**config.mk**
```make
export PLATFORM = sky130hd
export DESIGN_NAME = pat_timer
export DESIGN_NICKNAME = d
export VERILOG_FILES = /design/src/hw/pat_pkg.sv /design/src/hw/pat_timer.sv
export SDC_FILE = /design/constraint.sdc
export NUM_CORES = 1
export LEC_CHECK = 0
export BUFFER_PORTS_ARGS = -buffer_cell sky130_fd_sc_hd__buf_2
export CAP_MARGIN = 20
export CORE_MARGIN = 2
export CORE_UTILIZATION = 46
export DETAILED_ROUTE_END_ITERATION = 10
export PLACE_DENSITY = 0.65
export SETUP_SLACK_MARGIN = 0.02
export SYNTH_ARGS = -nofsm -noshare
export SYNTH_HDL_FRONTEND = slang
export SYNTH_SLANG_ARGS = --single-unit
```
**constraint.sdc**
```tcl
create_clock -name ref_clk -period 4.9 [get_ports ref_clk]
set_input_delay 0.245 -clock ref_clk [delete_from_list [all_inputs] [get_ports ref_clk]]
set_output_delay 0.245 -clock ref_clk [all_outputs]
set_load 0.02 [all_outputs]
```
**src/hw/pat_pkg.sv**
```systemverilog
// pat_pkg: register indices, field positions, reset values and carrier types of the auto-reload PWM timer.
// assumes an APB slave with 32-bit data, one register per aligned word, byte address = 4 * index.
package pat_pkg;

   localparam int PAT_PADDR_W = 12;
   localparam int PAT_PWM_CH = 4;
   localparam int PAT_CAP_CH = 2;

   // register indices; byte address is four times the index
   localparam logic [9:0] PAT_IDX_DUTY3 = 10'h073;
   localparam logic [9:0] PAT_IDX_DUTY0 = 10'h076;
   localparam logic [9:0] PAT_IDX_PWM_OUTPUT_CONTROL = 10'h077;
   localparam logic [9:0] PAT_IDX_CSR = 10'h078;
   localparam logic [9:0] PAT_IDX_CAR = 10'h079;
   localparam logic [9:0] PAT_IDX_ARR = 10'h07A;
   localparam logic [9:0] PAT_IDX_CAPCSR = 10'h07B;
   localparam logic [9:0] PAT_IDX_CAPDATA1 = 10'h07C;

   // timer_control_status fields
   localparam int PAT_CSR_CLKSEL = 7;
   localparam int PAT_CSR_DIV_LSB = 4;
   localparam int PAT_CSR_RUN = 3;
   localparam int PAT_CSR_FORCE_RELOAD = 2;
   localparam int PAT_CSR_OIE = 1;
   localparam int PAT_CSR_OVF = 0;

   // pwm_output_control fields
   localparam int PAT_PWM_OUTPUT_CONTROL_OE_LSB = 4;
   localparam int PAT_PWM_OUTPUT_CONTROL_POL_LSB = 0;

   // capture_control_status fields
   localparam int PAT_CAP_SEL_LSB = 4;
   localparam int PAT_CAP_IE_LSB = 2;
   localparam int PAT_CAP_FLAG_LSB = 0;

   localparam logic [7:0] PAT_RESET_BYTE = 8'h00;
   localparam logic [7:0] PAT_COUNT_TOP = 8'hFF;
   localparam logic [6:0] PAT_PRESC_RESET = 7'h00;

   typedef struct packed {
      logic clkSel;
      logic [2:0] divSel;
      logic run;
      logic ovfIe;
   } pat_ctrl_t;

   localparam pat_ctrl_t PAT_CTRL_RESET = '{clkSel: 1'b0, divSel: 3'h0, run: 1'b0, ovfIe: 1'b0};

endpackage

```
**src/hw/pat_timer.sv**
```systemverilog
// pat_timer: 8-bit auto-reload timer, 7-bit prescaler, four PWM outputs, two edge capture/interrupt inputs.
// assumes an APB master on ref_clk; pins, halt state and external clock are plain inputs on ref_clk.
//
// Design decisions made here: the register addresses and the APB interface to the registers.
`timescale 1ns/1ns

// Behaviour
// - capture pin edge raises external interrupt request
// - per-channel edge select and interrupt enable
// - enabled capture edge wakes core from halt
// - bit 7 selects cpu or external clock
// - bits 6:4 divide by two to power
// - run bit clear freezes prescaler and counter
// - force-reload bit always reads zero
// - force reload loads reload value, clears prescaler
// - overflow interrupt only when enable set
// - overflow flag set on FFh wrap
// - status read clears overflow flag; no software set
// - counter access reads live, writes immediately
// - overflow reloads counter from reload register
// - outputs take start level at reload
// - output enable bits connect each channel
// - high at or below compare, polarity inverts
// - polarity change inverts output at once
// - duty register sets second pulse edge
// - all registers reset to zero
// - compare copied from duty at overflow only
// - counter increments once per prescaler tick
// - capture sets flag; data read clears it
// - period is 256 minus reload value
module pat_timer
   import pat_pkg::*;
(
   input wire logic ref_clk,
   input wire logic rst_n,
   input wire logic psel,
   input wire logic penable,
   input wire logic pwrite,
   input wire logic [PAT_PADDR_W-1:0] paddr,
   input wire logic [31:0] pwdata,
   output logic [31:0] prdata,
   output logic pready,
   output logic pslverr,
   input wire logic extClk,
   input wire logic [PAT_CAP_CH-1:0] captureInputPin,
   input wire logic halted,
   output logic [PAT_PWM_CH-1:0] pwmOut,
   output logic [PAT_PWM_CH-1:0] pwmOe,
   output logic overflowIrq,
   output logic captureIrq,
   output logic wakeReq
);

   pat_ctrl_t ctrl;
   logic overflowFlag;
   logic [7:0] counter;
   logic [6:0] presc;
   logic [7:0] reloadValue;
   logic [PAT_PWM_CH-1:0] pwmPolarity;
   logic [PAT_PWM_CH-1:0] outEnable;
   logic [7:0] duty [PAT_PWM_CH];
   logic [7:0] compareValue [PAT_PWM_CH];
   logic [PAT_CAP_CH-1:0] captureEdgeSelect;
   logic [PAT_CAP_CH-1:0] captureIrqEnable;
   logic [PAT_CAP_CH-1:0] captureFlag;
   logic [PAT_CAP_CH-1:0] flagSeen;
   logic [7:0] captureData [PAT_CAP_CH];

   // synchronisers: stage 1 feeds stage 2 only, edges are taken from stage 2 and its delayed copy
   logic extMeta, extSync, extPrev;
   logic [PAT_CAP_CH-1:0] capMeta, capSync, capPrev;

   always_ff @(posedge ref_clk) begin
      if (!rst_n) begin
         extMeta <= 1'b0;
         extSync <= 1'b0;
         extPrev <= 1'b0;
         capMeta <= '0;
         capSync <= '0;
         capPrev <= '0;
      end else begin
         extMeta <= extClk;
         extSync <= extMeta;
         extPrev <= extSync;
         capMeta <= captureInputPin;
         capSync <= capMeta;
         capPrev <= capSync;
      end
   end

   wire extRise = extSync & ~extPrev;
   wire [PAT_CAP_CH-1:0] capRise = capSync & ~capPrev;
   wire [PAT_CAP_CH-1:0] capFall = ~capSync & capPrev;
   wire [PAT_CAP_CH-1:0] capHit = (captureEdgeSelect & capRise) | (~captureEdgeSelect & capFall);

   // bus decode
   wire setupPhase = psel & ~penable;
   wire accessDone = psel & penable & pready;
   wire busWrite = accessDone & pwrite;
   wire busRead = accessDone & ~pwrite;
   wire [9:0] wordIdx = paddr[PAT_PADDR_W-1:2];
   wire aligned = (paddr[1:0] == 2'b00);
   wire hitPwmcr = aligned & (wordIdx == PAT_IDX_PWM_OUTPUT_CONTROL);
   wire hitCsr = aligned & (wordIdx == PAT_IDX_CSR);
   wire hitCar = aligned & (wordIdx == PAT_IDX_CAR);
   wire hitArr = aligned & (wordIdx == PAT_IDX_ARR);
   wire hitCapCsr = aligned & (wordIdx == PAT_IDX_CAPCSR);
   wire hitDutyAny = aligned & (wordIdx >= PAT_IDX_DUTY3) & (wordIdx <= PAT_IDX_DUTY0);
   wire hitCapData = aligned & (wordIdx >= PAT_IDX_CAPDATA1) & (wordIdx <= PAT_IDX_CAPDATA1 + 10'h001);
   wire mapped = hitDutyAny | hitPwmcr | hitCsr | hitCar | hitArr | hitCapCsr | hitCapData;
   wire [1:0] dutySlot = 2'(PAT_IDX_DUTY0 - wordIdx);
   wire capSlot = wordIdx[0] ^ PAT_IDX_CAPDATA1[0];

   wire wrCsr = busWrite & hitCsr;
   wire wrCar = busWrite & hitCar;
   wire forceLoad = wrCsr & pwdata[PAT_CSR_FORCE_RELOAD];
   wire wrPwmcr = busWrite & hitPwmcr;

   // prescaler and counter
   wire inputTick = ctrl.clkSel ? extRise : 1'b1;
   wire [6:0] divMask = 7'((8'h01 << ctrl.divSel) - 8'h01);
   wire prescStep = ctrl.run & inputTick;
   wire counterTick = prescStep & ((presc & divMask) == divMask);
   // a software load in the same cycle wins over the wrap
   wire wrap = counterTick & (counter == PAT_COUNT_TOP) & ~wrCar & ~forceLoad;

   logic [7:0] next_counter;
   logic [6:0] next_presc;
   always_comb begin
      if (wrCar) begin
         next_counter = pwdata[7:0];
      end else if (forceLoad) begin
         next_counter = reloadValue;
      end else if (wrap) begin
         next_counter = reloadValue;
      end else if (counterTick) begin
         next_counter = counter + 8'h01;
      end else begin
         next_counter = counter;
      end
      if (wrCar | forceLoad) begin
         next_presc = PAT_PRESC_RESET;
      end else if (prescStep) begin
         next_presc = presc + 7'h01;
      end else begin
         next_presc = presc;
      end
   end

   // flag clears only when the snapshot sent to software had it set, so no event is lost
   wire next_ovf = wrap | (overflowFlag & ~(busRead & hitCsr & prdata[PAT_CSR_OVF]));
   wire next_ovfIe = wrCsr ? pwdata[PAT_CSR_OIE] : ctrl.ovfIe;
   wire [PAT_PWM_CH-1:0] next_pol = wrPwmcr ? pwdata[PAT_PWM_OUTPUT_CONTROL_POL_LSB +: PAT_PWM_CH] : pwmPolarity;
   wire [PAT_PWM_CH-1:0] next_oe = wrPwmcr ? pwdata[PAT_PWM_OUTPUT_CONTROL_OE_LSB +: PAT_PWM_CH] : outEnable;
   wire wrArr = busWrite & hitArr;
   wire wrCapCsr = busWrite & hitCapCsr;

   // counter and prescaler; every load is already resolved in next_counter and next_presc
   always_ff @(posedge ref_clk) begin
      if (!rst_n) begin
         counter <= PAT_RESET_BYTE;
         presc <= PAT_PRESC_RESET;
      end else begin
         counter <= next_counter;
         presc <= next_presc;
      end
   end

   // the request uses next-state values so it never lags the flag by a cycle
   always_ff @(posedge ref_clk) begin
      if (!rst_n) begin
         overflowFlag <= 1'b0;
         overflowIrq <= 1'b0;
      end else begin
         overflowFlag <= next_ovf;
         overflowIrq <= next_ovf & next_ovfIe;
      end
   end

   // force-reload is a strobe and is not stored, so it can never be read back as one
   always_ff @(posedge ref_clk) begin
      if (!rst_n) begin
         ctrl <= PAT_CTRL_RESET;
      end else if (wrCsr) begin
         ctrl.clkSel <= pwdata[PAT_CSR_CLKSEL];
         ctrl.divSel <= pwdata[PAT_CSR_DIV_LSB +: 3];
         ctrl.run <= pwdata[PAT_CSR_RUN];
         ctrl.ovfIe <= pwdata[PAT_CSR_OIE];
      end
   end

   always_ff @(posedge ref_clk) begin
      if (!rst_n) begin
         reloadValue <= PAT_RESET_BYTE;
      end else if (wrArr) begin
         reloadValue <= pwdata[7:0];
      end
   end

   always_ff @(posedge ref_clk) begin
      if (!rst_n) begin
         pwmPolarity <= '0;
         outEnable <= '0;
      end else begin
         pwmPolarity <= next_pol;
         outEnable <= next_oe;
      end
   end

   // capture sensitivity and enables; the flags live with their channels below
   always_ff @(posedge ref_clk) begin
      if (!rst_n) begin
         captureEdgeSelect <= '0;
         captureIrqEnable <= '0;
      end else if (wrCapCsr) begin
         captureEdgeSelect <= pwdata[PAT_CAP_SEL_LSB +: PAT_CAP_CH];
         captureIrqEnable <= pwdata[PAT_CAP_IE_LSB +: PAT_CAP_CH];
      end
   end

   // pwm channels
   for (genvar ch = 0; ch < PAT_PWM_CH; ch++) begin : gPwm
      wire wrDuty = busWrite & hitDutyAny & (dutySlot == 2'(ch));
      wire [7:0] next_cmp = wrap ? duty[ch] : compareValue[ch];
      // level follows next-state values so reload, compare and polarity act in their own cycle
      wire level = (next_counter <= next_cmp) ^ next_pol[ch];
      always_ff @(posedge ref_clk) begin
         if (!rst_n) begin
            duty[ch] <= PAT_RESET_BYTE;
            compareValue[ch] <= PAT_RESET_BYTE;
            pwmOut[ch] <= 1'b0;
            pwmOe[ch] <= 1'b0;
         end else begin
            if (wrDuty) begin
               duty[ch] <= pwdata[7:0];
            end
            compareValue[ch] <= next_cmp;
            pwmOut[ch] <= next_oe[ch] & level;
            pwmOe[ch] <= next_oe[ch];
         end
      end
   end

   // capture channels
   logic [PAT_CAP_CH-1:0] next_cf;
   for (genvar ci = 0; ci < PAT_CAP_CH; ci++) begin : gCap
      wire rdData = busRead & hitCapData & (capSlot == 1'(ci)) & flagSeen[ci];
      assign next_cf[ci] = capHit[ci] | (captureFlag[ci] & ~rdData);
      always_ff @(posedge ref_clk) begin
         if (!rst_n) begin
            captureFlag[ci] <= 1'b0;
            captureData[ci] <= PAT_RESET_BYTE;
         end else begin
            captureFlag[ci] <= next_cf[ci];
            // data frozen while the flag is pending
            if (capHit[ci] & ~captureFlag[ci]) begin
               captureData[ci] <= counter;
            end
         end
      end
   end

   always_ff @(posedge ref_clk) begin
      if (!rst_n) begin
         captureIrq <= 1'b0;
         wakeReq <= 1'b0;
      end else begin
         captureIrq <= |(next_cf & captureIrqEnable);
         wakeReq <= halted & |(capHit & captureIrqEnable);
      end
   end

   // read mux; force-reload position always zero
   logic [7:0] readByte;
   always_comb begin
      readByte = PAT_RESET_BYTE;
      if (hitCsr) begin
         readByte = {ctrl.clkSel, ctrl.divSel, ctrl.run, 1'b0, ctrl.ovfIe, overflowFlag};
      end else if (hitCar) begin
         readByte = counter;
      end else if (hitArr) begin
         readByte = reloadValue;
      end else if (hitPwmcr) begin
         readByte = {outEnable, pwmPolarity};
      end else if (hitDutyAny) begin
         readByte = duty[dutySlot];
      end else if (hitCapCsr) begin
         readByte = {2'b00, captureEdgeSelect, captureIrqEnable, captureFlag};
      end else if (hitCapData) begin
         readByte = captureData[capSlot];
      end
   end

   // answer after one access cycle; read data is taken at the setup edge
   always_ff @(posedge ref_clk) begin
      if (!rst_n) begin
         prdata <= 32'h0000_0000;
         pready <= 1'b0;
         pslverr <= 1'b0;
         flagSeen <= '0;
      end else begin
         pready <= setupPhase;
         if (setupPhase) begin
            prdata <= {24'h00_0000, readByte};
            pslverr <= ~mapped;
            flagSeen <= captureFlag;
         end
      end
   end

endmodule

```
==> results of run 1 <==
==> cells by family after synthesis <==
family	count (synthesis)	share of synthesized area, %
buffers and inverters	87	5.67
flip-flops	152	43.4
XOR/XNOR	13	1.40
other	1	0.0462
multiplexers	58	8.52
AND/OR/NAND/NOR	302	20.1
AO/OA/AOI/OAI	184	14.7
adder cells (fa/ha/maj)	40	6.17
==> per-layer routing <==
metal  global-route usage, %  share of wire [%]  vias up  routed length (µm)
met4                    7.67                1.8        0                 395
met2                    35.8                 45      241                9740
li1                        -                  -     3073                   -
met5                       0                  0        -                   0
met1                    35.3                 46     3077               10000
met3                    4.22                7.2       27                1560
==> worst min-delay path by stage <==
stage	startpoint	endpoint	cells after the start
final	captureInputPin[0]	capMeta[0]	2
after global routing	captureInputPin[0]	capMeta[0]	2
after CTS	captureInputPin[1]	capMeta[1]	2
after detailed placement	capMeta[1]	capSync[1]	1
after global placement	capMeta[1]	capSync[1]	1
after floorplan	pwdata[6]	counter[6]	2
==> state kept, by name, summed over array words and instances (netlist names), 2 cells and up <==
signal,count
outEnable,4
captureEdgeSelect,2
pwmOut,4
counter,8
compareValue,32
ctrl,6
capSync,2
flagSeen,2
capPrev,2
captureIrqEnable,2
captureData,16
pwmPolarity,4
duty,32
capMeta,2
reloadValue,8
prdata,8
captureFlag,2
presc,7
==> report_power, final <==
part	switching, mW	internal (mW)	leakage (nW)
Sequential	0.0101	1.31	1.35
Combinational	0.117	0.0454	2.09
Clock	0.521	0.780	0.283
==> placed cells by master (no fill, tap or decap), types with 8 or more instances in the layout <==
cell type,synthesis,layout
nor2_1,56,56
nor2b_1,8,8
a21o_1,13,13
mux2i_1,41,41
dfxtp_1,104,104
conb_1,1,24
nor4_1,12,12
mux4_2,8,8
a21oi_1,57,57
nand3_1,34,34
xnor2_1,10,10
nand2_1,76,76
buf_2,5,50
buf_4,28,14
clkbuf_16,0,18
a221o_1,14,14
ha_1,40,40
nor3_1,18,18
edfxtp_1,48,48
a211oi_1,8,8
inv_1,20,19
and2_1,54,54
o21ai_0,41,41
mux2_2,9,9
==> layout make-up <==
type                    count  area [µm²]
repair buffers             66         383
multi-input cells         621        4220
clock inverters            11         120
clock buffers              21         462
well taps                 225         282
flip-flops and latches    152        3520
fillers                  1610        8230
inverters                  20        75.1
==> worst register-to-register path: stages (launching register included) <==
cell and delay, ns:
dfxtp_1 0.44, ha_1 0.21, nand3_1 0.13, nor3_1 0.24, nand3_1 0.13, o21ai_1 0.48
a21boi_0 0.47, a221o_1 0.43, ha_1 0.31, nor2b_1 0.13, o21a_1 0.15, o21ai_0 0.15
a21oi_1 0.11, xnor2_1 0.14, nor3_1 0.20
==> metrics by stage <==
step	util (%)	hold WS, ns
floorplan	-	0.361
detailed placement	49.0	0.418
CTS	52.4	0.0124
finish	52.4	0.0245
global placement	49.0	0.417
global route	52.4	0.0233
==> flow_summary.toml, run 1 <==
[layout]
areaGrowthSynthToFinish_pct = 11.7
final_cells = 1116
final_area_um2 = 9060
fin_nets = 971
diodes = 0
drive_gt1_share_pct = 14.6

[worst_setup_path]
cp.depth = 14
cp.required_ns = 5.23
cp.arrival_ns = 4.15
worstPathBufferInverterCount = 0
start_kind = "flop"
cp-startpoint = "counter[1]"
critical_path_class = "flop to flop"
critical_path.top_delay_family = "compound AO/OA/AOI/OAI gates"
crit_chain = "ha_1 -> nand3_1 -> nor3_1 -> nand3_1 -> o21ai_1 -> a21boi_0 -> a221o_1 -> ha_1 -> nor2b_1 -> o21a_1 -> o21ai_0 -> a21oi_1 -> xnor2_1 -> nor3_1"
slowest_delay_ns = 0.48
crit_path_end = "pwmOut[1]"
endpoint_kind = "flop"
crit_slowest_cell = "o21ai_1"
reg2reg_from = "counter[1]"
rr_worst_depth = 14
r2r-end = "pwmOut[1]"
reg2reg_setup_slack_ns = 1.08
path_max_fanout = 8

[floorplan]
die_x_um = 137
ios = 98
die_h_um = 137
row_count = 48
die-area_um2 = 18700
core_um2 = 17300
start_util_pct = 46.9

[job]
maxCapViolations = 0

[synth]
synth_area_leaders = "dfxtp_1 (26%), edfxtp_1 (18%), ha_1 (6.2%)"
synth_area_leader_cell = "dfxtp_1"
synth_area_um2 = 8120
netlist.area_leader.share_pct = 25.6
yosysWarnings = 0
async_flop_share_pct = 0
synth.most_common_cell = "dfxtp_1"
synth_common_cells = "dfxtp_1 (104), nand2_1 (76), a21oi_1 (57)"
synth_cell_types = 64
avgSynthCellArea_um2 = 9.70
synth_flop_cell = "dfxtp_1"
syn_inst = 837
synth_edf_count = 48
yosysSeqAreaShare_pct = 43.4
yosys_register_bits = 152

[route]
via_count = 6418
ant_nets = 0
drtIter0Drc = 584
wl_mm = 21.7
wl_per_cell_um = 19.5
viasPerCell = 5.75
dr.pass1.iters = 5
drc_errors = 0

[timing]
finalMaxSlewViolations = 0
relSlewSlack_pct = 39.8
period_needed_ns = 3.82
setup_tns_ns = 0
layout_setup_ws_ns = 1.08
hold_viol = 0
clock.fmax_ghz = 0.262
worst_pin_slew_ns = 0.900
fin_crit_sh_pct = 77.9
skew_ns = 0.00795
rsz0062_at_grt = "no"
setup_viol = 0

[power_and_ir_drop]
p_per_area_nw_per_um2 = 307
p_leak_nw = 3.72
peakVddDrop_mv = 0.230
finalPower_mw = 2.79

[cts]
postCtsSetupRepairBufs = 0
cts_hold_buf = 0
cts_buffers = 17
cts_root_buffer = "clkbuf_16"
worstSkewPairLatency_ns = 0.43
htreeDepth = 4
tritoncts = "done"
clkTransAtPathRegs_ns = 0.06
cts.repair.resized = 0
clock_sinks = 152
clock_path_buffers = 2

[hold_path]
hold_path_class = "input pin to flop"

[placed_design]
place_inst = 1083
dpl_worst_slack_ns = 0.800
hpwl_mm = 15.7
place_congestion = 0.929
postPlaceCellArea_um2 = 8480
port_buffers = 49

[global_route]
grt_pass1_vias = 5810
grt_max_degree = 51
grt_pass1_wl_mm = 33.3
grt_overflow = 0
antenna_found_initial = 0
grt_usage_pct = 24.0

[outcome]
status = "completed"
No activity file was read; power rests on OpenSTA's default activity.
==> run 2: changes to the inputs <==
- clock period: 4.9 -> 3.95 ns (I/O delays scaled with it)
==> run 2 against run 1 <==
Clock-buffer cell count grew 2. Global-route usage grew 1.1 points. Wire length grew 3.4%. Register-to-register slack lost 0.79 ns. Hold slack gained 0.082 ns. Highest routed layer unchanged. Power grew 24%.
==> flow_summary.toml, run 2 (synthesized netlist as in run 1, its figures left out) <==
[outcome]
status = "completed"

[global_route]
grt_max_degree = 41
grt_pass1_vias = 6038
antenna_found_initial = 0
grt_usage_pct = 25.1
grt_pass1_wl_mm = 34.6
grt_overflow = 0

[worst_setup_path]
start_kind = "flop"
endpoint_kind = "flop"
reg2reg_from = "counter[1]"
cp-startpoint = "counter[1]"
cp.required_ns = 4.27
cp.arrival_ns = 3.98
path_max_fanout = 7
critical_path_class = "flop to flop"

[placed_design]
postPlaceCellArea_um2 = 8530
place_congestion = 0.964
port_buffers = 49
hpwl_mm = 16.2

[layout]
diodes = 0
drive_gt1_share_pct = 15.0
areaGrowthSynthToFinish_pct = 12.8
layout_commonest_cell = "dfxtp_1"
fin_nets = 982
reg_top3 = "compareValue (32), duty (32), captureData (16)"
final_area_um2 = 9160
final_cell_mix = "dfxtp_1 (104), nand2_1 (76), a21oi_1 (57)"

[floorplan]
die_h_um = 137
ios = 98
die_x_um = 137
die-area_um2 = 18700
start_util_pct = 46.9
core_um2 = 17300
row_count = 48

[timing]
hold_viol = 0
rsz0062_at_grt = "no"
setup_viol = 0
worst_pin_slew_ns = 0.767
holdWs_ns = 0.107
fin_crit_sh_pct = 92.5
skew_ns = 0.00727
relSlewSlack_pct = 48.1
setup_tns_ns = 0
clock.fmax_ghz = 0.274
finalMaxSlewViolations = 0
period_needed_ns = 3.65

[power_and_ir_drop]
finalPower_mw = 3.45
p_per_area_nw_per_um2 = 376
p_leak_nw = 3.76
peakVddDrop_mv = 0.294

[route]
drc_errors = 0
drtIter0Drc = 651
via_count = 6470
viasPerCell = 5.74
wl_per_cell_um = 19.9
ant_nets = 0
wl_mm = 22.5
dr.pass1.iters = 5

[job]
maxCapViolations = 0

[cts]
cts_root_buffer = "clkbuf_16"
tritoncts = "done"
postCtsSetupRepairBufs = 0
worstSkewPairLatency_ns = 0.43
clkTransAtPathRegs_ns = 0.06
htreeDepth = 4
cts.repair.resized = 0
clock_path_buffers = 2
clock_sinks = 152
cts_buffers = 17

[hold_path]
min_from = "pwdata[0]"
hold_path_class = "input pin to flop"
[run 2: cell count changes in the layout (fill, tap and decap cells not counted)]
| cell | change |
|---|---|
| buf_2 | -1 |
| buf_4 | +8 |
| bufinv_16 | -1 |
| clkbuf_1 | +1 |
| clkbuf_16 | +1 |
| clkinv_1 | +1 |
| clkinv_2 | -3 |
| clkinvlp_4 | +1 |
| dlygate4sd3_1 | +4 |
[run 2: where the power goes]
group	internal, mW	switching (mW)	leakage (nW)
clock	0.943	0.649	0.273
sequential	1.63	0.0108	1.35
combinational	0.0627	0.151	2.14
[run 2: what timing repair did]
action,4_1_cts,5_1_grt
setup endpoints to repair,0,0
endpoints found under the hold margin,4,0
hold buffers,4,0
[run 2: final timing paths]
path | endpoint | slack, ns | cells past startpoint
worst max-delay path | pwmOut[0] | 0.30 | 13
worst min-delay path | reloadValue[0] | 0.11 | 3
worst max register to register | pwmOut[0] | 0.30 | 13
worst min register to register | extSync | 0.43 | 1
[run 2: layout make-up]
type / instances / area, µm²
fill: 1604 / 8140
multi-input combinational: 621 / 4220
sequential: 152 / 3520
clock buffer: 23 / 490
timing repair buffer: 77 / 478
tap: 225 / 282
clock inverter: 9 / 86.3
inverter: 20 / 75.1
[run 2: through the flow]
stage	cells	worst slack [ns]	util, %
floorplan	860	0.453	-
global placement	1089	0.245	49.3
detailed placement	1090	0.215	49.3
global route	1127	0.0678	52.9
finish	1127	0.295	52.9
CTS	1126	0.386	52.9
[run 2: critical path: stages, from the launching register on]
cell     delay (ns)
dfxtp_1        0.45
ha_1           0.21
nand3_1        0.14
nor3_1         0.26
nand3_1        0.13
o21ai_1        0.52
o21ai_0        0.33
buf_4          0.24
ha_1           0.29
a21o_1         0.19
a21oi_1        0.31
a21o_1         0.19
xor2_1         0.07
nor3_1         0.23
[run 2: routing by layer]
metal  track usage (%)  vias up  part of all wire [%]
met5                 0        -                     0
met4              6.93        0                   1.8
met3              4.70       39                   6.9
met2              39.7      233                    47
met1              35.3     3097                    44
li1                  -     3101                     -
==> run 3: changes to the inputs <==
- BUFFER_PORTS_ARGS: -buffer_cell sky130_fd_sc_hd__buf_2 -> default
- DONT_BUFFER_PORTS: default -> 1
- PLACE_DENSITY: 0.65 -> default
==> run 3 against run 2 <==
Die area is the same. Sequential power hardly changed. Via count unchanged. Sequential cell count is the same. Clock power is 18% higher. Sequential share of layout area is 0.30 points higher. Core utilization fell by 0.41 points.
==> flow_summary.toml, run 3 (synthesized netlist as in run 1, its figures left out) <==
[global_route]
antenna_found_initial = 1
grt_max_degree = 42
grt_usage_pct = 25.8
grt_pass1_vias = 6163
grt_overflow = 0
grt_pass1_wl_mm = 35.4

[worst_setup_path]
cp.required_ns = 4.22
reg2reg_setup_slack_ns = 0.34
endpoint_kind = "flop"
rr_worst_depth = 14
critical_path_class = "flop to flop"
cp.arrival_ns = 3.88
reg2reg_from = "counter[1]"
path_max_fanout = 6
r2r-end = "pwmOut[3]"
start_kind = "flop"

[cts]
clkTransAtPathRegs_ns = 0.06
cts.repair.resized = 0
clock_path_buffers = 2
clock_sinks = 152
cts_hold_buf = 14
postCtsSetupRepairBufs = 0
htreeDepth = 4
worstSkewPairLatency_ns = 0.43
cts_buffers = 17
cts_root_buffer = "clkbuf_16"
tritoncts = "done"

[timing]
rsz0062_at_grt = "no"
setup_tns_ns = 0
finalMaxSlewViolations = 0
fin_crit_sh_pct = 91.3
skew_ns = 0.00822
hold_viol = 0
worst_pin_slew_ns = 0.969
setup_viol = 0
clock.fmax_ghz = 0.277
period_needed_ns = 3.61
relSlewSlack_pct = 35.3

[layout]
final_cell_mix = "dfxtp_1 (104), nand2_1 (76), a21oi_1 (57)"
final_cells = 1086
reg_top3 = "compareValue (32), duty (32), captureData (16)"
areaGrowthSynthToFinish_pct = 11.9
fin_nets = 940
final_area_um2 = 9080
drive_gt1_share_pct = 10.0
layout_commonest_cell = "dfxtp_1"

[power_and_ir_drop]
p_leak_nw = 3.62
peakVddDrop_mv = 0.305
p_per_area_nw_per_um2 = 408

[floorplan]
core_um2 = 17300
ios = 98
die_x_um = 137
row_count = 48
start_util_pct = 46.9
die-area_um2 = 18700
die_h_um = 137

[route]
viasPerCell = 5.96
drc_errors = 0
via_count = 6470
wl_per_cell_um = 21.7
ant_nets = 0
wl_mm = 23.5
drtIter0Drc = 587
dr.pass1.iters = 6

[outcome]
status = "completed"

[job]
maxCapViolations = 0

[placed_design]
place_inst = 1037
hpwl_mm = 16.6
place_congestion = 0.957
postPlaceCellArea_um2 = 8260
port_buffers = 0

[hold_path]
hold_path_class = "input pin to flop"
min_from = "pwdata[5]"
min_to = "outEnable[1]"
hold-path-cell-count = 2
## run 3: changes by cell type in the layout (fill, tap and decap cells not counted), sizes merged
cell         before  now
inv              23   21
clkbuf           24   19
clkinv            2    6
buf              72   21
clkinvlp          3    0
dlygate4sd3       4   14
bufinv            1    6
diode             0    1
## run 3: final cells by class
class,instances,area (µm²)
multi-input cells,621,4220
clock inverters,13,221
diodes,1,2.50
repair buffers,35,305
inverters,20,75.1
clock buffers,19,454
flip-flops and latches,152,3520
fillers,1562,8210
well taps,225,282
## run 3: worst max-delay path by stage
stage	end	slack, ns	from	depth (start not counted)
3_3_place_gp	pwmOut[3]	0.48	paddr[11]	14
6_report	pwmOut[3]	0.34	counter[1]	14
2_1_floorplan	pwmOut[3]	0.45	paddr[2]	17
4_1_cts	pwmOut[3]	0.43	counter[1]	14
5_1_grt	pwmOut[1]	0.09	counter[1]	14
3_5_place_dp	pwmOut[3]	0.41	paddr[11]	14
## run 3: per-layer routing
metal  global-route usage (%)  part of all wire, %  routed length, µm
met5                        0                    0                  0
met4                     8.19                  1.9                450
met3                     7.22                  9.6               2270
met2                     39.8                   45              10600
met1                     35.1                   43              10200
## run 3: per-stage QoR
stage / setup WS, ns / hold WS [ns] / power [mW] / util, %
finish: 0.342 / 0.0178 / 3.70 / 52.5
global route: 0.0911 / 0.0316 / 3.79 / 52.5
CTS: 0.427 / 0.00102 / 3.71 / 52.4
detailed placement: 0.408 / 0.324 / 1.83 / 47.7
global placement: 0.482 / 0.322 / 1.83 / 47.7
floorplan: 0.453 / 0.313 / 1.82 / -
## run 3: critical path, cell delays in order, from the launching register on
cell and delay [ns]:
dfxtp_1 0.45, ha_1 0.22, nand3_1 0.14, nor3_1 0.28, nand3_1 0.13, o21ai_1 0.17, a21boi_0 0.53, a221o_1 0.47
ha_1 0.31, nor2b_1 0.14, o21bai_1 0.14, a21o_1 0.13, a21o_1 0.13, xor2_1 0.14, nor3_1 0.06
## run 3: power by group
| group | internal (mW) | switching (mW) |
|---|---|---|
| Combinational | 0.0568 | 0.130 |
| Clock | 1.22 | 0.653 |
| Sequential | 1.63 | 0.0145 |
| Total | 2.90 | 0.797 |
